**src/pkg/cbr_pkg.sv**
```systemverilog
// Package for the clock buffer upper register bank: offsets, reset values,
// field positions and the carrier type for the two controlled output pairs.
// Assumes a single 25 MHz clock domain; used by design/cbr_regs.sv and by the bench.
`default_nettype none
package cbr_pkg;
    // Register indices (byte offsets on the serial bus)
    localparam logic [7:0] OFF_OUT_EN = 8'h02;
    localparam logic [7:0] OFF_RSV_A = 8'h03;
    localparam logic [7:0] OFF_RSV_B = 8'h04;
    localparam logic [7:0] OFF_MAKER_REV = 8'h05;
    localparam logic [7:0] OFF_PART = 8'h06;
    localparam logic [7:0] OFF_RB_LEN = 8'h07;
    // Field positions inside the output enable byte
    localparam int POS_PAIR7 = 2;
    localparam int POS_PAIR6 = 0;
    localparam int POS_FIXED_ONE = 3;
    // Reset values
    localparam logic RST_PAIR_EN = 1'b1;
    localparam logic [4:0] RST_RB_LEN = 5'h08;
    localparam logic [7:0] RST_INDEX = 8'h00;
    // Serial framing
    localparam logic [3:0] BIT_LAST = 4'h7;
    localparam logic [3:0] BIT_ACK = 4'h8;
    localparam logic [7:0] UNMAPPED_BYTE = 8'h00;
    // One flag per controlled output pair
    typedef struct packed {
        logic pair7;
        logic pair6;
    } cbr_pair_t;
endpackage
`default_nettype wire

```
**src/design/cbr_regs.sv**
```systemverilog
// Upper register bank of a clock fanout buffer with its serial slave port.
// Assumes bus clock and data inputs synchronous to ref_clk and an external
// open-drain wire resolved from smb_data_oe (low while it is high).
//
// What this block does
// - Byte 2 bits 2 and 0 enable pairs; 0 forces low/low, reset 1.
// - Bytes 3 and 4 are reserved and read back as zero.
// - Byte 5 is read-only: fixed revision high nibble, maker low nibble.
// - Byte 6 is a read-only fixed eight-bit part identifier.
// - Byte 7 bits 4:0 are a writable read-back length; bits 7:5 reserved.
// - Read-back length resets to 8 and is sent as the count byte; reads run until the host NACKs.
// - Byte 2 bit 3 reads 1; bits 7:4 and 1 are reserved zero.
// - Block read: index write, repeated start, count byte, data, host NACK, stop.
// - Block write: address, index, count, data bytes each acknowledged, then stop.
`timescale 1ns/1ps
`default_nettype none
module cbr_regs #(
    parameter logic [6:0] DEV_ADDR = 7'h2a,
    parameter logic [3:0] REV_CODE = 4'h1, // Arbitrary value
    parameter logic [3:0] MAKER_CODE = 4'h5, // Arbitrary value
    parameter logic [7:0] PART_CODE = 8'h3c // Arbitrary value
) (
    input wire logic ref_clk,
    input wire logic reset,
    input wire logic smb_clk,
    input wire logic smb_data_in,
    output logic smb_data_out,
    output logic smb_data_oe,
    input wire cbr_pkg::cbr_pair_t pair_oe_pin_n,
    output cbr_pkg::cbr_pair_t pair_enable,
    output cbr_pkg::cbr_pair_t pair_run,
    output logic [4:0] readback_length
);
    typedef enum logic [2:0] {
        ST_IDLE, ST_ADDR, ST_INDEX, ST_WCOUNT, ST_WDATA, ST_RD_ACK, ST_TX
    } cbr_state_t;

    cbr_state_t state_q;
    logic scl_q, sda_q;
    logic [3:0] bit_q;
    logic [7:0] shreg_q, tx_q, idx_q;
    logic host_ack_q;
    cbr_pkg::cbr_pair_t en_q;
    logic [4:0] len_q;
    logic scl_rise, scl_fall, start_c, stop_c, byte_end, ack_end, addr_hit;
    logic wr_stb;
    logic [7:0] cnt_byte, next_byte;

    // Read view of the bank, reserved bits as zero
    function automatic logic [7:0] rd_byte(input logic [7:0] idx, input cbr_pkg::cbr_pair_t en,
                                           input logic [4:0] len);
        logic [7:0] b;
        b = cbr_pkg::UNMAPPED_BYTE;
        case (idx)
            cbr_pkg::OFF_OUT_EN: begin
                b[cbr_pkg::POS_FIXED_ONE] = 1'b1;
                b[cbr_pkg::POS_PAIR7] = en.pair7;
                b[cbr_pkg::POS_PAIR6] = en.pair6;
            end
            cbr_pkg::OFF_RSV_A: b = 8'h00;
            cbr_pkg::OFF_RSV_B: b = 8'h00;
            cbr_pkg::OFF_MAKER_REV: b = {REV_CODE, MAKER_CODE};
            cbr_pkg::OFF_PART: b = PART_CODE;
            cbr_pkg::OFF_RB_LEN: b = {3'h0, len};
            default: b = cbr_pkg::UNMAPPED_BYTE;
        endcase
        return b;
    endfunction

    // Bus condition decode
    assign scl_rise = smb_clk && !scl_q;
    assign scl_fall = !smb_clk && scl_q;
    assign start_c = smb_clk && scl_q && sda_q && !smb_data_in;
    assign stop_c = smb_clk && scl_q && !sda_q && smb_data_in;
    assign byte_end = scl_fall && bit_q == cbr_pkg::BIT_LAST;
    assign ack_end = scl_fall && bit_q == cbr_pkg::BIT_ACK;
    assign addr_hit = state_q == ST_ADDR && shreg_q[7:1] == DEV_ADDR;
    assign wr_stb = byte_end && state_q == ST_WDATA;
    // Bytes waiting to be sent: the count leads, then the bank from the index
    assign cnt_byte = {3'h0, len_q};
    assign next_byte = rd_byte(idx_q, en_q, len_q);

    // Previous pin levels for edge and condition detection
    always_ff @(posedge ref_clk) begin
        if (reset) begin
            scl_q <= 1'b1;
            sda_q <= 1'b1;
        end else begin
            scl_q <= smb_clk;
            sda_q <= smb_data_in;
        end
    end

    // Bit counter and receive shifter
    always_ff @(posedge ref_clk) begin
        if (reset) begin
            bit_q <= 4'h0;
            shreg_q <= 8'h00;
            host_ack_q <= 1'b0;
        end else if (start_c) begin
            bit_q <= 4'hf; // Pre-wound: the fall right after a start carries no bit
        end else if (scl_rise) begin
            if (bit_q != cbr_pkg::BIT_ACK) begin
                shreg_q <= {shreg_q[6:0], smb_data_in};
            end else begin
                host_ack_q <= !smb_data_in;
            end
        end else if (scl_fall) begin
            bit_q <= (bit_q == cbr_pkg::BIT_ACK) ? 4'h0 : bit_q + 4'h1;
        end
    end

    // Transaction sequencer, index pointer and data line drive
    always_ff @(posedge ref_clk) begin
        if (reset) begin
            state_q <= ST_IDLE;
            idx_q <= cbr_pkg::RST_INDEX;
            tx_q <= 8'h00;
            smb_data_oe <= 1'b0;
            smb_data_out <= 1'b0;
        end else if (stop_c) begin
            state_q <= ST_IDLE;
            smb_data_oe <= 1'b0;
        end else if (start_c) begin
            state_q <= ST_ADDR; // Index survives a repeated start
            smb_data_oe <= 1'b0;
        end else if (byte_end) begin
            case (state_q)
                ST_ADDR: begin
                    smb_data_oe <= addr_hit;
                    if (!addr_hit) begin
                        state_q <= ST_IDLE;
                    end else if (shreg_q[0]) begin
                        state_q <= ST_RD_ACK;
                    end else begin
                        state_q <= ST_INDEX;
                    end
                end
                ST_INDEX: begin
                    idx_q <= shreg_q;
                    smb_data_oe <= 1'b1;
                    state_q <= ST_WCOUNT;
                end
                ST_WCOUNT: begin
                    smb_data_oe <= 1'b1;
                    state_q <= ST_WDATA;
                end
                ST_WDATA: begin
                    smb_data_oe <= 1'b1;
                    idx_q <= idx_q + 8'h01;
                end
                ST_TX: smb_data_oe <= 1'b0; // Release for host acknowledge
                default: smb_data_oe <= 1'b0;
            endcase
        end else if (ack_end) begin
            case (state_q)
                ST_RD_ACK: begin
                    // Count byte leads the read data
                    tx_q <= cnt_byte << 1;
                    smb_data_oe <= !cnt_byte[7];
                    state_q <= ST_TX;
                end
                ST_TX: begin
                    if (host_ack_q) begin
                        tx_q <= next_byte << 1;
                        smb_data_oe <= !next_byte[7];
                        idx_q <= idx_q + 8'h01;
                    end else begin
                        state_q <= ST_IDLE;
                        smb_data_oe <= 1'b0;
                    end
                end
                default: smb_data_oe <= 1'b0;
            endcase
        end else if (scl_fall && state_q == ST_TX && bit_q < cbr_pkg::BIT_LAST) begin
            smb_data_oe <= !tx_q[7];
            tx_q <= tx_q << 1;
        end
    end

    // Writable fields; all other bits ignore writes
    always_ff @(posedge ref_clk) begin
        if (reset) begin
            en_q <= '{pair7: cbr_pkg::RST_PAIR_EN, pair6: cbr_pkg::RST_PAIR_EN};
            len_q <= cbr_pkg::RST_RB_LEN;
        end else if (wr_stb) begin
            if (idx_q == cbr_pkg::OFF_OUT_EN) begin
                en_q.pair7 <= shreg_q[cbr_pkg::POS_PAIR7];
                en_q.pair6 <= shreg_q[cbr_pkg::POS_PAIR6];
            end
            if (idx_q == cbr_pkg::OFF_RB_LEN) begin
                len_q <= shreg_q[4:0];
            end
        end
    end

    // Output pair gating: enable bit low forces low/low over the pin
    always_ff @(posedge ref_clk) begin
        if (reset) begin
            pair_run <= '0;
        end else begin
            pair_run.pair7 <= en_q.pair7 && !pair_oe_pin_n.pair7;
            pair_run.pair6 <= en_q.pair6 && !pair_oe_pin_n.pair6;
        end
    end

    assign pair_enable = en_q;
    assign readback_length = len_q;
endmodule // cbr_regs
`default_nettype wire

```
**config.mk**
```make
export PLATFORM = sky130hd
export DESIGN_NAME = cbr_regs
export DESIGN_NICKNAME = d
export VERILOG_FILES = /design/src/pkg/cbr_pkg.sv /design/src/design/cbr_regs.sv
export SDC_FILE = /design/constraint.sdc
export NUM_CORES = 1
export LEC_CHECK = 0
export BUFFER_PORTS_ARGS = -buffer_cell sky130_fd_sc_hd__buf_2
export CAP_MARGIN = 20
export CORE_MARGIN = 4
export CORE_UTILIZATION = 60
export DETAILED_ROUTE_END_ITERATION = 8
export GPL_TIMING_DRIVEN = 0
export PLACE_DENSITY = 0.84
export SYNTH_ARGS = -nofsm -noshare
export SYNTH_HDL_FRONTEND = slang
export SYNTH_SLANG_ARGS = --single-unit
```
**constraint.sdc**
```tcl
create_clock -name ref_clk -period 2.5 [get_ports ref_clk]
set_clock_uncertainty 0.2 [all_clocks]
set_input_delay 0.125 -clock ref_clk [delete_from_list [all_inputs] [get_ports ref_clk]]
set_output_delay 0.125 -clock ref_clk [all_outputs]
set_load 0.02 [all_outputs]
```
### Word-level counts from Yosys, hierarchy flattened

Cells that the tools add are included.

* register bits after elaboration: 44
* bits of input ports: 6
* output and inout bits: 11
* logic and storage cells: 119

* $add $sub $neg: 2
* magnitude comparators: 1
* eq/ne operators: 22
* multiplexer cells: 31
* bitwise operators: 4
* reductions and logical operators: 44

Operators by type and width (number)
* 2-to-1 mux 8 bit: 7
* one-hot mux 8 bit (2 select lines): 2
* == test 8 x 3 -> 1 bit, second input constant: 3
* 2-to-1 mux 4 bit: 4
* logical AND 1 bit: 15
* 2-to-1 mux 3 bit: 5
* AND reduction 6 bit: 2
* nonzero test 2 bit: 5
* == test 3 bit, second input constant: 3
* one-hot mux 3 bit (3 select lines): 1
* nonzero test 3 bit: 3
* adder 8 x 1 -> 8 bit, second input constant: 1
* == test 8 x 2 -> 1 bit, second input constant: 1
* inequality test 4 bit, second input constant: 2
* one-hot mux 2 bit (4 select lines): 1
* AND reduction 4 bit: 2
* == test 7 x 6 -> 1 bit, second input constant: 1
* logical NOT 1 bit: 7
* == test 3 x 2 -> 1 bit, second input constant: 2
* 2-to-1 mux 1 bit: 6
* inequality test 3 x 1 -> 1 bit, second input constant: 2
* inequality test 3 bit, second input constant: 2
* one-hot mux 2 bit (3 select lines): 1
* one-hot mux 3 bit (2 select lines): 1
* 17 further kinds: 25

### Depth between registers and ports, before layout

* depth in word-level cells: 7
* depth in mapped cells: 9
* depth with buffers taken out: 7

### Worst setup path before layout

OpenSTA, ideal clock, no wires.

* path type: register -> register
* from: register bit_q[0]
* to: register state_q[1]
* setup time: 0.086 ns
* arrival: 1.668 ns
* data required time: 2.214 ns
* setup slack: 0.546 ns
* stages on the path, launching flop included: 10
* buffers on the path: 2
* period minus slack after synthesis: 1.954 ns
* cell sequence: dfxtp_1 inv_1 ha_1 and3b_1 buf_2 nand2_1 buf_2 nand2_1 a32o_1 a211oi_1

* cells in the longest elaborated chain, start to end: 4
* elaborated cells between the ends (all ways): 10
* classes of those cells: eq/ne (4); mux (1); reduce/logical (5)

Ends and longest elaborated chain
* from (decl): line cbr_regs.sv:40 `logic [3:0] bit_q;`
* from (signal assigned): line cbr_regs.sv:109 `bit_q <= (bit_q == cbr_pkg::BIT_ACK) ? 4'h0 : bit_q + 4'h1;`
* == test 4 x 3 -> 1 bit or == test 4 bit (tied branches): line cbr_regs.sv:75, cbr_regs.sv:76
* logical AND 1 bit (on tied branches): line cbr_regs.sv:75, cbr_regs.sv:76
* inequality test 4 x 1 -> 1 bit (no source line), or another cell as far along
* AND reduction 4 bit (no source line)
* to (signal assigned): line cbr_regs.sv:116 `state_q <= ST_IDLE;`
* to (signal assigned): line cbr_regs.sv:122 `state_q <= ST_IDLE;`
* to (signal assigned): line cbr_regs.sv:125 `state_q <= ST_ADDR;`
* to (decl): line cbr_regs.sv:38 `cbr_state_t state_q;`

Parallel ways exist; a longest one is shown, timed or not.
A chain may end at the register's enable or synchronous reset.

### Final worst setup path

* from: register bit_q[0]
* to: register state_q[2]

The elaborated chain is that of the path after synthesis.

==> metrics.md <==
| Metric | Value |
|---|---|
| Run status | finished clean |
| Average via count per standard cell | 6.36 |
| Fraction of layout instances using a drive strength above 1 | between 10% and 20% |
| Count of state elements after synthesis | 43 |
| Core footprint | between 0.004 and 0.005 mm2 |
| Accumulated negative setup slack | 0 ps |
| Resized Gates After CTS | 0 |
| Die Footprint | between 0.005 and 0.006 mm2 |
| Slew HR | 59.8% |
| Largest net degree at the start of global routing | 14 |
| Clk Latency, worst-skew pair | 310 ps |
| Worst hold path cell count | 2 |
| Final routed wirelength across all metal layers | 6400 um |
| Post-synth top flop | sky130_fd_sc_hd__dfxtp_1 |
| Final worst path period share | 92.7% |
| Total track usage | 25.2% |
| Clock slew at reported path FFs | 80 ps |
| Top post-synthesis cells by area | sky130_fd_sc_hd__dfxtp_1 (35%), sky130_fd_sc_hd__mux2i_1 (5.6%), sky130_fd_sc_hd__nor2_1 (5.1%), sky130_fd_sc_hd__nand2_1 (4.8%), sky130_fd_sc_hd__a21oi_1 (4.2%) |
| Critical path startpoint category | flip-flop |
| Worst hold-check slack | 279 ps |
| Class of the tightest hold or removal check | reg -> reg |
| Sequential cell area fraction in the yosys report | 34.7% |
| Post-synth design cell area | 0.00248 mm2 |
| Number of buffers inserted during clock tree synthesis | 5 |
| Leakage power | approximately 1.0 nW |
| Post-synth cell types | 59 |
| Critical path arrival | about 2300 ps |
| Worst endpoint required time | 2510 ps |
| Initial antenna violation count | 0 |
| Number of flops mapped to enable cells by yosys | 0 |
| Final setup violation count | 0 |
| Net Count, Synth | 314 |
| Remaining number of nets flagged by the antenna check after routing | 0 |
| Category of the most critical setup path | reg -> reg |
| Worst voltage drop across the vdd grid | 0.245 mV |
| Starting DRC count in detailed routing | 257 |
| Leading area contributor after synthesis | sky130_fd_sc_hd__dfxtp_1 |
| First-pass GRT wire length | 10400 um |
| Capturing element type of the critical path | flip-flop |
| Worst R2R Path Depth | 9 |
| Fmax | 0.432 GHz |
| Final Max Slew Viols | 0 |
| Pwr dens | about 460 mW/mm2 |
| Mapped Cells | just over 300 |
| Die height | roughly 72 um |
| Core Rows | 23 |
| DRC violation count after routing | 0 |
| Root buffer cell | sky130_fd_sc_hd__clkbuf_8 |
| Final global-route overflow total | 0 |
| Proportion of register bits with asynchronous set or reset after synthesis | 0% |
| Maximum level of the CTS H-tree | 2 |
| Detailed-placement wirelength estimate | 4570 um |
| Highest fanout seen on the critical path | 10 |
| Wire length per cell | between 15 and 20 um |
| Starting Density | 62.0% |
| Maximum clock insertion buffer count | 2 |
| DR pass1 iterations | 5 |
| Growth of design area from synthesis to finish | 11.0% |
| Number of buffer cells added on primary ports | 15 |
| Vias in the first global route | 2160 |
| Via count | 2424 |
| Clock sink count | 43 |
| Final net count | around 340 |
| Slew of the pin with the lowest slew margin | roughly 600 ps |
| Setup slack of the most critical reg-to-reg path | 180 ps |
| Unrepaired setup endpoints after global routing | no |
| Fin. Hold Viols | 0 |
| Mean cell area of the mapped netlist | 8.19 um2 |
| Placer Congestion | between 0.9 and 1 |
| Yosys warns | 0 |
| Max Cap Violations | 0 |
| Min Tclk post-route | 2320 ps |
| Power, Total | about 0.0013 W |
| Proportion of netlist area held by the largest area contributor | about a third |
| Width of the chip | 72.3 um |
| Number of diodes added for antenna fixing | 0 |
| Number of top-level pins | 17 |
| CTS tree | built |
==> Yosys cell counts, drive strengths merged (6+ instances only) <==
master,instances
inv,11
nand3,8
nand2,32
mux2i,14
nor3,8
a21oi,21
nor2,35
nand3b,7
dfxtp,43
o21ai,9
buf,11
a211oi,6
nand2b,6
a31oi,7
clkbuf,11
==> per-stage QoR <==
step	std cells	utilization (%)	setup WS [ps]	cell area, um2
global placement	368	65.5	295	2620
detailed placement	368	65.5	259	2620
global route	381	68.8	73.4	2750
floorplan	303	-	546	2480
CTS	381	68.8	240	2750
finish	381	68.8	183	2750
==> critical path: stages (launching register included) <==
cell	delay [ps]
sky130_fd_sc_hd__dfxtp_1	430
sky130_fd_sc_hd__inv_1	70
sky130_fd_sc_hd__ha_1	210
sky130_fd_sc_hd__and3b_1	170
sky130_fd_sc_hd__buf_2	160
sky130_fd_sc_hd__nand2_1	120
sky130_fd_sc_hd__buf_2	230
sky130_fd_sc_hd__nand2_1	80
sky130_fd_sc_hd__a32o_1	310
sky130_fd_sc_hd__a211oi_1	240
==> state kept, by name, summed over array words and instances (netlist names) <==
name,cells
pair_enable,2
bit_q,4
idx_q,8
readback_length,5
tx_q,7
scl_q,1
state_q,3
sda_q,1
shreg_q,8
smb_data_oe,1
pair_run,2
host_ack_q,1
==> cells by family after synthesis <==
group                      after synthesis  share of synthesized area [%]
AOI/OAI and AO/OA                       77                           22.4
xor gates and xnor gates                 1                          0.353
adders and majority gates                5                           2.52
buffers and inverters                   33                           6.20
DFF                                     43                           34.7
muxes                                   14                           5.65
other                                    1                          0.151
and+or+nand+nor                        129                           28.0
==> cells in the final DEF, fill, tap and decap left out, types with 8 or more instances in the layout <==
master,count
sky130_fd_sc_hd__a21oi_1,21
sky130_fd_sc_hd__buf_2,21
sky130_fd_sc_hd__mux2i_1,14
sky130_fd_sc_hd__nand3_1,8
sky130_fd_sc_hd__clkbuf_1,12
sky130_fd_sc_hd__inv_1,11
sky130_fd_sc_hd__dfxtp_1,43
sky130_fd_sc_hd__o21ai_0,9
sky130_fd_sc_hd__nand2_1,32
sky130_fd_sc_hd__nor2_1,34
==> power breakdown <==
part / switching, W / internal [W] / total, W / leakage (nW)
sequential: 0.0000109 / 0.000695 / 0.000706 / 0.348
combinational: 0.0000648 / 0.0000392 / 0.000104 / 0.617
clock: 0.000249 / 0.000195 / 0.000445 / 0.0412
total: 0.000325 / 0.000930 / 0.00125 / 1.01
==> timing repair <==
item | CTS | global route
hold buffers | 5 | 0
buffers inserted | 0 | 0
endpoints found under the hold margin | 6 | 0
==> path summary, 6_finish.rpt <==
| kind | start | endpoint |
|---|---|---|
| hold reg to reg | tx_q[4] | tx_q[4] |
| setup reg to reg | bit_q[0] | state_q[2] |
| hold / removal | tx_q[4] | tx_q[4] |
| setup / recovery | bit_q[0] | state_q[2] |
==> area by class of cell <==
cell class / count / area (um2)
Buffer: 22 / 113
Clock buffer: 6 / 72.6
Clock inverter: 2 / 12.5
Fill cell: 343 / 1250
Inverter: 11 / 41.3
Multi-Input combinational cell: 227 / 1470
Sequential cell: 43 / 861
Tap cell: 50 / 62.6
Timing Repair Buffer: 20 / 125
==> metal layers <==
layer / global-route usage, % / wire length, um / up-vias
met3: 4.29 / 500 / 24
met4: 8.35 / 172 / 0
met2: 42.2 / 2920 / 128
met1: 32.9 / 2810 / 1118
met5: 0 / 0 / -
li1: - / - / 1154
No activity file was read; power rests on OpenSTA's default activity.
